### config.mk
export PLATFORM = sky130hd
export DESIGN_NAME = ccsd_spi_cmd_decoder
export DESIGN_NICKNAME = d
export VERILOG_FILES = /design/src/ccsd_pkg.sv /design/src/ccsd_spi_rx.sv /design/src/ccsd_spi_tx.sv /design/src/ccsd_spi_cmd_decoder.sv
export SDC_FILE = /design/constraint.sdc
export NUM_CORES = 1
export LEC_CHECK = 0
export ABC_AREA = 1
export BUFFER_PORTS_ARGS = -buffer_cell sky130_fd_sc_hd__buf_2
export CORE_ASPECT_RATIO = 0.8
export CORE_MARGIN = 3
export CORE_UTILIZATION = 52
export CTS_CLUSTER_DIAMETER = 60
export DETAILED_ROUTE_END_ITERATION = 8
export PLACE_DENSITY = 0.72
export RECOVER_POWER = 100
export SETUP_SLACK_MARGIN = 0.3
export SYNTH_ARGS = -nofsm -noshare
export SYNTH_HDL_FRONTEND = slang
export SYNTH_SLANG_ARGS = --single-unit
### constraint.sdc
create_clock -name clk -period 4.05 [get_ports clk]
set_clock_uncertainty 0.2 [all_clocks]
set_input_delay 0.405 -clock clk [delete_from_list [all_inputs] [get_ports clk]]
set_output_delay 0.405 -clock clk [all_outputs]
set_load 0.01 [all_outputs]
### src/ccsd_pkg.sv
// shared constants, types and decode helpers of the spi command decoder
package ccsd_pkg;

	typedef logic [7:0] ccsd_byte_t;

	// command opcodes and the masks that strip their selector bits
	localparam ccsd_byte_t OP_RESET = 8'hC0;
	localparam ccsd_byte_t OP_READ = 8'h03;
	localparam ccsd_byte_t OP_WRITE = 8'h02;
	localparam ccsd_byte_t OP_MODIFY = 8'h05;
	localparam ccsd_byte_t OP_RD_STATUS = 8'hA0;
	localparam ccsd_byte_t OP_RX_STATUS = 8'hB0;
	localparam ccsd_byte_t OP_FAST_RD = 8'h90;
	localparam ccsd_byte_t OP_FAST_RD_MASK = 8'hF9;
	localparam ccsd_byte_t OP_LOAD_TX = 8'h40;
	localparam ccsd_byte_t OP_LOAD_TX_MASK = 8'hF8;
	localparam ccsd_byte_t OP_RTS = 8'h80;
	localparam ccsd_byte_t OP_RTS_MASK = 8'hF8;

	// last bit index of a serial byte
	localparam logic [2:0] BIT_LAST = 3'h7;
	localparam ccsd_byte_t MASK_ALL = 8'hFF;
	localparam ccsd_byte_t PTR_STEP = 8'h01;

	// fast-access start locations of the receive and transmit buffers
	localparam ccsd_byte_t RX0_ID_ADDR = 8'h61;
	localparam ccsd_byte_t RX0_DATA_ADDR = 8'h66;
	localparam ccsd_byte_t RX1_ID_ADDR = 8'h71;
	localparam ccsd_byte_t RX1_DATA_ADDR = 8'h76;
	localparam ccsd_byte_t TX0_ID_ADDR = 8'h31;
	localparam ccsd_byte_t TX1_ID_ADDR = 8'h41;
	localparam ccsd_byte_t TX2_ID_ADDR = 8'h51;
	localparam ccsd_byte_t TX_DATA_OFS = 8'h05;
	localparam logic [1:0] TX_SEL_BAD = 2'h3;

	// registers that accept a masked update
	localparam ccsd_byte_t BM_PIN_CTRL = 8'h0C;
	localparam ccsd_byte_t BM_RTS_CTRL = 8'h0D;
	localparam ccsd_byte_t BM_CFG_LO = 8'h28;
	localparam ccsd_byte_t BM_CFG_HI = 8'h2D;
	localparam logic [3:0] BM_MODE_LOW = 4'hF;
	localparam logic [3:0] BM_BUF_LOW = 4'h0;
	localparam logic [3:0] BM_BUF_HI_MIN = 4'h3;
	localparam logic [3:0] BM_BUF_HI_MAX = 4'h7;

	// receive-status byte field positions
	localparam int RXS_PEND1 = 7;
	localparam int RXS_PEND0 = 6;
	localparam int RXS_EXT = 4;
	localparam int RXS_RTR = 3;
	localparam int RXS_FILT_LSB = 0;

	typedef enum logic [2:0] {
		ST_IDLE = 3'b000,
		ST_ADDR = 3'b001,
		ST_RD = 3'b010,
		ST_WR = 3'b011,
		ST_BM_MASK = 3'b100,
		ST_BM_DATA = 3'b101,
		ST_STAT = 3'b110,
		ST_IGNORE = 3'b111
	} ccsd_state_e;

	// one access to the register file
	typedef struct packed {
		ccsd_byte_t addr;
		ccsd_byte_t wdata;
		ccsd_byte_t wmask;
		logic wr;
	} ccsd_reg_req_s;

	// state of the received frame for the receive-status byte
	typedef struct packed {
		logic [1:0] receive_pending_flag;
		logic ext;
		logic rtr;
		logic [2:0] filt;
	} ccsd_rx_info_s;

	function automatic ccsd_byte_t fast_rd_addr(input logic buf_sel, input logic data_sel);
		unique case ({buf_sel, data_sel})
			2'b00: fast_rd_addr = RX0_ID_ADDR;
			2'b01: fast_rd_addr = RX0_DATA_ADDR;
			2'b10: fast_rd_addr = RX1_ID_ADDR;
			2'b11: fast_rd_addr = RX1_DATA_ADDR;
		endcase
	endfunction

	function automatic ccsd_byte_t load_tx_addr(input logic [1:0] buf_sel, input logic data_sel);
		ccsd_byte_t base;
		base = (buf_sel == 2'h0) ? TX0_ID_ADDR : (buf_sel == 2'h1) ? TX1_ID_ADDR : TX2_ID_ADDR;
		load_tx_addr = data_sel ? 8'(base + TX_DATA_OFS) : base;
	endfunction

	function automatic logic bm_capable(input ccsd_byte_t a);
		bm_capable = (a == BM_PIN_CTRL) || (a == BM_RTS_CTRL) || (a[3:0] == BM_MODE_LOW) ||
			((a >= BM_CFG_LO) && (a <= BM_CFG_HI)) ||
			((a[3:0] == BM_BUF_LOW) && (a[7:4] >= BM_BUF_HI_MIN) && (a[7:4] <= BM_BUF_HI_MAX));
	endfunction

	function automatic ccsd_byte_t rx_status_byte(input ccsd_rx_info_s i);
		ccsd_byte_t b;
		b = 8'h00;
		b[RXS_PEND1] = i.receive_pending_flag[1];
		b[RXS_PEND0] = i.receive_pending_flag[0];
		b[RXS_EXT] = i.ext;
		b[RXS_RTR] = i.rtr;
		b[RXS_FILT_LSB +: 3] = i.filt;
		rx_status_byte = b;
	endfunction

endpackage

### src/ccsd_spi_rx.sv
// serial input shifter with clock edge detection and byte framing
`timescale 1ns/100ps
module ccsd_spi_rx (
	input wire logic clk,
	input wire logic rst,
	input wire logic sck,
	input wire logic cs_n,
	input wire logic si,
	output ccsd_pkg::ccsd_byte_t rx_byte,
	output logic byte_done,
	output logic sck_fall
);
	import ccsd_pkg::*;

	typedef struct packed {
		logic sck_q;
		logic [2:0] cnt;
		ccsd_byte_t sh;
		ccsd_byte_t data;
		logic done;
		logic fall;
	} ccsd_rx_s;

	ccsd_rx_s s;
	ccsd_rx_s next_s;

	// sample on rising sck, flag falling sck, restart framing while deselected
	always_comb begin
		next_s = s;
		next_s.done = 1'b0;
		next_s.fall = 1'b0;
		next_s.sck_q = sck;
		if (cs_n) begin
			next_s.cnt = 3'h0; // a partial byte is dropped here
		end else begin
			if (sck && !s.sck_q) begin
				next_s.sh = {s.sh[6:0], si};
				next_s.cnt = 3'(s.cnt + 3'h1);
				if (s.cnt == BIT_LAST) begin
					next_s.data = {s.sh[6:0], si};
					next_s.done = 1'b1;
				end
			end
			if (!sck && s.sck_q) begin
				next_s.fall = 1'b1;
			end
		end
	end

	// state register
	always_ff @(posedge clk or posedge rst) begin
		if (rst) begin
			s <= '0;
		end else begin
			s <= next_s;
		end
	end

	assign rx_byte = s.data;
	assign byte_done = s.done;
	assign sck_fall = s.fall;
endmodule // ccsd_spi_rx

### src/ccsd_spi_tx.sv
// serial output shifter that changes its bit on falling sck
`timescale 1ns/100ps
module ccsd_spi_tx (
	input wire logic clk,
	input wire logic rst,
	input wire logic cs_n,
	input wire logic sck_fall,
	input wire logic load,
	input wire ccsd_pkg::ccsd_byte_t ld_data,
	output logic so,
	output logic so_oe
);
	import ccsd_pkg::*;

	typedef struct packed {
		ccsd_byte_t sh;
		logic so;
		logic oe;
	} ccsd_tx_s;

	ccsd_tx_s s;
	ccsd_tx_s next_s;
	ccsd_byte_t base;

	// a load and a falling edge in one cycle still emit the new msb
	always_comb begin
		next_s = s;
		next_s.oe = !cs_n;
		base = load ? ld_data : s.sh;
		if (cs_n) begin
			next_s.sh = 8'h00;
			next_s.so = 1'b0;
		end else if (sck_fall) begin
			next_s.so = base[7];
			next_s.sh = {base[6:0], 1'b0};
		end else begin
			next_s.sh = base;
		end
	end

	// state register
	always_ff @(posedge clk or posedge rst) begin
		if (rst) begin
			s <= '0;
		end else begin
			s <= next_s;
		end
	end

	assign so = s.so;
	assign so_oe = s.oe;
endmodule // ccsd_spi_tx

### src/ccsd_spi_cmd_decoder.sv
// spi command interpreter driving register file, transmit requests and flag clears
`timescale 1ns/100ps
module ccsd_spi_cmd_decoder (
	input wire logic clk,
	input wire logic rst,
	input wire logic sck,
	input wire logic cs_n,
	input wire logic si,
	output logic so,
	output logic so_oe,
	output ccsd_pkg::ccsd_reg_req_s reg_req,
	input wire ccsd_pkg::ccsd_byte_t reg_rd_data,
	input wire ccsd_pkg::ccsd_byte_t read_status_byte,
	input wire ccsd_pkg::ccsd_rx_info_s rx_info,
	output logic config_reset,
	output logic [2:0] transmit_request_set,
	output logic [1:0] receive_pending_clear
);
	import ccsd_pkg::*;

	typedef struct packed {
		ccsd_state_e state;
		ccsd_byte_t op;
		ccsd_byte_t ptr;
		ccsd_byte_t mask;
		logic fast;
		logic fast_buf;
		logic stat_rx;
		logic load_pend;
		logic cs_q;
		ccsd_reg_req_s req;
		logic cfg_rst;
		logic [2:0] rts;
		logic [1:0] rx_clr;
	} ccsd_core_s;

	ccsd_core_s s;
	ccsd_core_s next_s;
	ccsd_byte_t rx_byte;
	logic byte_done;
	logic sck_fall;
	logic tx_load;
	ccsd_byte_t tx_data;

	// serial input framing
	ccsd_spi_rx u_rx (
		.clk(clk),
		.rst(rst),
		.sck(sck),
		.cs_n(cs_n),
		.si(si),
		.rx_byte(rx_byte),
		.byte_done(byte_done),
		.sck_fall(sck_fall)
	);

	// byte source for the output shifter, loaded in the same cycle the pointer settles
	always_comb begin
		tx_load = s.load_pend && !cs_n;
		if (s.state == ST_STAT) begin
			tx_data = s.stat_rx ? rx_status_byte(rx_info) : read_status_byte;
		end else begin
			tx_data = reg_rd_data;
		end
	end

	// serial output
	ccsd_spi_tx u_tx (
		.clk(clk),
		.rst(rst),
		.cs_n(cs_n),
		.sck_fall(sck_fall),
		.load(tx_load),
		.ld_data(tx_data),
		.so(so),
		.so_oe(so_oe)
	);

	// command sequencer; one-cycle strobes fall back to zero every cycle
	always_comb begin
		next_s = s;
		next_s.cs_q = cs_n;
		next_s.req.wr = 1'b0;
		next_s.cfg_rst = 1'b0;
		next_s.rts = 3'h0;
		next_s.rx_clr = 2'h0;
		next_s.load_pend = 1'b0;
		if (cs_n) begin
			if (!s.cs_q && s.fast) begin
				next_s.rx_clr[s.fast_buf] = 1'b1;
			end
			next_s.state = ST_IDLE;
			next_s.fast = 1'b0;
		end else if (byte_done) begin
			unique case (s.state)
				ST_IDLE: begin
					next_s.op = rx_byte;
					next_s.state = ST_IGNORE;
					if (rx_byte == OP_RESET) begin
						next_s.cfg_rst = 1'b1;
					end else if (rx_byte == OP_READ || rx_byte == OP_WRITE || rx_byte == OP_MODIFY) begin
						next_s.state = ST_ADDR;
					end else if ((rx_byte & OP_FAST_RD_MASK) == OP_FAST_RD) begin
						next_s.ptr = fast_rd_addr(rx_byte[2], rx_byte[1]);
						next_s.req.addr = next_s.ptr;
						next_s.fast = 1'b1;
						next_s.fast_buf = rx_byte[2];
						next_s.load_pend = 1'b1;
						next_s.state = ST_RD;
					end else if ((rx_byte & OP_LOAD_TX_MASK) == OP_LOAD_TX) begin
						if (rx_byte[2:1] != TX_SEL_BAD) begin
							next_s.ptr = load_tx_addr(rx_byte[2:1], rx_byte[0]);
							next_s.state = ST_WR;
						end
					end else if ((rx_byte & OP_RTS_MASK) == OP_RTS) begin
						next_s.rts = rx_byte[2:0];
					end else if (rx_byte == OP_RD_STATUS || rx_byte == OP_RX_STATUS) begin
						next_s.stat_rx = (rx_byte == OP_RX_STATUS);
						next_s.load_pend = 1'b1;
						next_s.state = ST_STAT;
					end
				end
				ST_ADDR: begin
					next_s.ptr = rx_byte;
					if (s.op == OP_READ) begin
						next_s.req.addr = rx_byte;
						next_s.load_pend = 1'b1;
						next_s.state = ST_RD;
					end else if (s.op == OP_WRITE) begin
						next_s.state = ST_WR;
					end else begin
						next_s.state = ST_BM_MASK;
					end
				end
				ST_RD: begin
					next_s.ptr = 8'(s.ptr + PTR_STEP);
					next_s.req.addr = next_s.ptr;
					next_s.load_pend = 1'b1;
				end
				ST_WR: begin
					next_s.req.addr = s.ptr;
					next_s.req.wdata = rx_byte;
					next_s.req.wmask = MASK_ALL;
					next_s.req.wr = 1'b1;
					next_s.ptr = 8'(s.ptr + PTR_STEP);
				end
				ST_BM_MASK: begin
					next_s.mask = rx_byte;
					next_s.state = ST_BM_DATA;
				end
				ST_BM_DATA: begin
					next_s.req.addr = s.ptr;
					next_s.req.wdata = rx_byte;
					next_s.req.wmask = bm_capable(s.ptr) ? s.mask : MASK_ALL;
					next_s.req.wr = 1'b1;
					next_s.state = ST_IGNORE;
				end
				ST_STAT: begin
					next_s.load_pend = 1'b1;
				end
				ST_IGNORE: begin
					next_s.state = ST_IGNORE;
				end
			endcase
		end
	end

	// state register
	always_ff @(posedge clk or posedge rst) begin
		if (rst) begin
			s <= '{state: ST_IDLE, cs_q: 1'b1, req: '{wmask: MASK_ALL, default: '0}, default: '0};
		end else begin
			s <= next_s;
		end
	end

	assign reg_req = s.req;
	assign config_reset = s.cfg_rst;
	assign transmit_request_set = s.rts;
	assign receive_pending_clear = s.rx_clr;

	logic cmd_here;
	assign cmd_here = byte_done && !cs_n && (s.state == ST_IDLE);
endmodule // ccsd_spi_cmd_decoder

==> metrics.md <==
| Metric | Value |
|---|---|
| Die X | `~120 um` |
| Worst-Skew Late Latency | `about 350 ps` |
| Post-synth cell types | `36` |
| Flop2flop setup slack | `around 1300 ps` |
| CP arrival | `approximately 2800 ps` |
| Total track usage | `22.2%` |
| RR Startpoint | `s[62]$_DFFE_PP0P_` |
| Worst min-delay path category | `in -> reg` |
| CTS clk-pin slew, worst paths | `70 ps` |
| Setup crit end kind | `register` |
| Synth area leader | `dfrtp_1` |
| Cell Area, Synth | `5100 um2` |
| Warnings from Yosys | `0` |
| Slew margin rel. | `-13.4%` |
| Hold Crit Depth | `1` |
| Vias per Instance | `around 5.4` |
| GPL Wtd Cong | `~0.9` |
| Placed cell area | `5240 um2` |
| Cells after DPL | `about 800` |
| DR pass1 iterations | `6` |
| R2r worst-path depth | `7` |
| Synth Instances | `between 600 and 700` |
| Worst path required time | `a little over 4000 ps` |
| Hold endpoint | `u_rx.s[21]$_DFF_PP0_` |
| Ant diodes | `0` |
| Internal | `1.48 mW` |
| Detailed router's first-iteration violation count | `376` |
| Nets | `around 730` |
| Cts repair resizes | `0` |
| Ranking of synthesized cells by area | `dfrtp_1 42%, nand2_1 18%, nand3_1 5.6%` |
| Initial antenna violation count | `0` |
| Fmax | `0.365 GHz` |
| Mapped Nets | `approximately 710` |
| Top cell type's share of synthesized area | `around two fifths` |
| First-pass GRT wire length | `approximately 19000 um` |
| Port Buf Inserts | `60` |
| Mean Syn Cell Area | `around 7.6 um2` |
| Hpwl dp | `approximately 8300 um` |
| Critical path type | `reg -> reg` |
| Worst Tran Pin Value | `between 1500 and 2000 ps` |
| Failing checks | `capacitance limit, slew limit` |
| R2R Path End | `reg_req[6]$_DFFE_PP1P_` |
| CTS root buf | `clkbuf_16` |
| PwrDens | `between 300 and 400 nW/um2` |
| P_leak | `~2.8 nW` |
| Fraction of layout cells with a size suffix above 1 | `roughly 11%` |
| I/O pin count | `between 60 and 70` |
| HP Start | `sck` |
| # DRC | `0` |
| Final std cells w/o fill | `820` |
| Unrepaired setup endpoints after global routing | `false` |
| GR Overflow Total | `0` |
| Initial Util | `between 50% and 60%` |
| Via count | `about 4.4k` |
| Final wirelength | `around 11000 um` |
| Register bit total from synthesis | `between 90 and 100` |
| Place WS | `1840 ps` |
| Switching power of the nets | `0.437 mW` |
| Site Rows | `31` |
| H-tree depth | `3` |
| CP Launch Type | `register` |
| Outcome | `complete, but fails checks` |
| Final worst path period need | `between 2000 and 3000 ps` |
| Antenna-violating nets left | `0` |
| CTS Buffer Depth | `2` |
| Sw Share | `a little under a quarter` |
| CTS sink cnt | `94` |
| # setup viols final | `0` |
| Largest net degree at the start of global routing | `63` |
| Vias in the first global route | `4104` |
| Fin crit share | `67.6%` |
| Seq pwr share | `between 50% and 60%` |
| Core box area | `approximately 9300 um2` |
| Gate power share | `3.3%` |
| Final instance area | `between 5000 and 6000 um2` |
| CP Max Fanout | `17` |
| Area delta synth->final | `7.16%` |
| VDD IR-drop max | `0.192 mV` |
| PnR worst setup slack | `1310 ps` |
| Fin. max-slew vios | `31` |
| Fin Setup TNS | `0 ps` |
| Final Hold Viols | `0` |
| Fin Hold WS | `71.4 ps` |
| Sequential area share after synthesis | `roughly 46%` |
| WL/cell | `roughly 14 um` |
| Max Cap Violations | `1` |
| Total die area | `around 11000 um2` |
| TritonCTS buffer count | `9` |
| Die H | `94.6 um` |
| Share of total power in the clock network | `a little under half` |
| CTS tree | `built` |
## layout by cell type (no fill, tap or decap), types with 11 or more instances in the layout
cell type  synthesis  final
dfrtp_1           85     85
nor2_1            49     53
o21ai_0           30     41
nand3_1           57     58
clkbuf_1           4     36
nand2_1          239    243
buf_2              7     25
nor3_1            11     11
a21oi_1           15     15
inv_1             52     53
## how the worst max path moves through the flow
| stage | to | cells after the start | from | slack (ps) |
|---|---|---|---|---|
| after floorplan | config_reset$_DFF_PP0_ | 1 | rst | 1010 |
| after global placement | reg_req[7]$_DFFE_PP1P_ | 7 | s[62]$_DFFE_PP0P_ | 1890 |
| after detailed placement | reg_req[6]$_DFFE_PP1P_ | 7 | s[62]$_DFFE_PP0P_ | 1840 |
| after CTS | reg_req[6]$_DFFE_PP1P_ | 7 | s[62]$_DFFE_PP0P_ | 1800 |
| after global routing | reg_req[3]$_DFFE_PP1P_ | 7 | s[62]$_DFFE_PP0P_ | 1010 |
| final | reg_req[6]$_DFFE_PP1P_ | 7 | s[62]$_DFFE_PP0P_ | 1310 |
## cell families (layout without fill, tap and decap cells)
family	after synthesis	count (layout)	synth area share [%]
buf+inv	107	139	10.8
xor+xnor	1	1	0.172
simple gates	400	400	34.6
flops	94	94	46.3
compound gates	65	65	6.69
fa+ha+maj	6	6	1.47
## final cells by class
cell class | instances | area, um2
fill | 889 | 3840
sequential | 94 | 2360
multi-input combinational | 472 | 2140
timing repair buffer | 63 | 275
clock buffer | 10 | 239
inverter | 60 | 229
tap | 115 | 144
clock inverter | 6 | 77.6
## cell usage after synthesis (all sizes together)
cell type / number
xor2: 1
and3: 1
nand3b: 4
nand4: 9
or2: 8
nor4: 2
buf: 42
ha: 6
inv: 59
clkinv: 1
nand3: 61
nor2: 58
nand2: 246
nor3: 11
a31oi: 1
dfstp: 9
o21bai: 1
a21oi: 16
dfrtp: 85
o21ai: 45
a22oi: 2
clkbuf: 5
## critical path, stage by stage (launching register included)
cell and delay, ps:
dfrtp_1 510, nor2_1 630, nand2_1 100, nand2_1 270
nand2_1 380, clkinvlp_2 360, nor2_1 70, a21oi_1 130
## metal layers
layer	global-route usage, %	routed length [um]	up-vias
met3	5.77	866	24
li1	-	-	2170
met2	33.4	5010	173
met1	30.9	5370	2039
met5	0	0	-
met4	7.93	236	0
## flip-flops by register name (all words and copies together) (netlist names)
signal                 cells
u_rx.byte_done             1
s                         32
u_rx.sck_fall              1
u_rx.s                    11
reg_req                   25
u_rx.rx_byte               8
u_tx.so                    1
receive_pending_clear      2
u_tx.s                     8
transmit_request_set       3
config_reset               1
u_tx.so_oe                 1
## what timing repair did
item,CTS,global route
setup endpoints to repair,0,0
buffers inserted,0,0
hold endpoints to repair,32,0
hold buffers,1,0
## per-stage QoR
| step | total power [mW] | utilization [%] |
|---|---|---|
| 2_1_floorplan | 1.02 | - |
| 5_1_grt | 1.99 | 58.8 |
| 4_1_cts | 1.94 | 59.8 |
| 3_5_place_dp | 1.05 | 56.3 |
| 6_report | 1.92 | 58.8 |
| 3_3_place_gp | 1.04 | 56.3 |
## power by group through the flow
stage	combinational [mW]	clock (mW)	sequential (mW)
global placement	0.0647	0	0.979
global route	0.0749	0.954	0.963
detailed placement	0.0664	0	0.979
CTS	0.0675	0.914	0.961
floorplan	0.0400	0	0.978
finish	0.0633	0.894	0.961
Note: power is estimated with default switching activity, not from simulation.
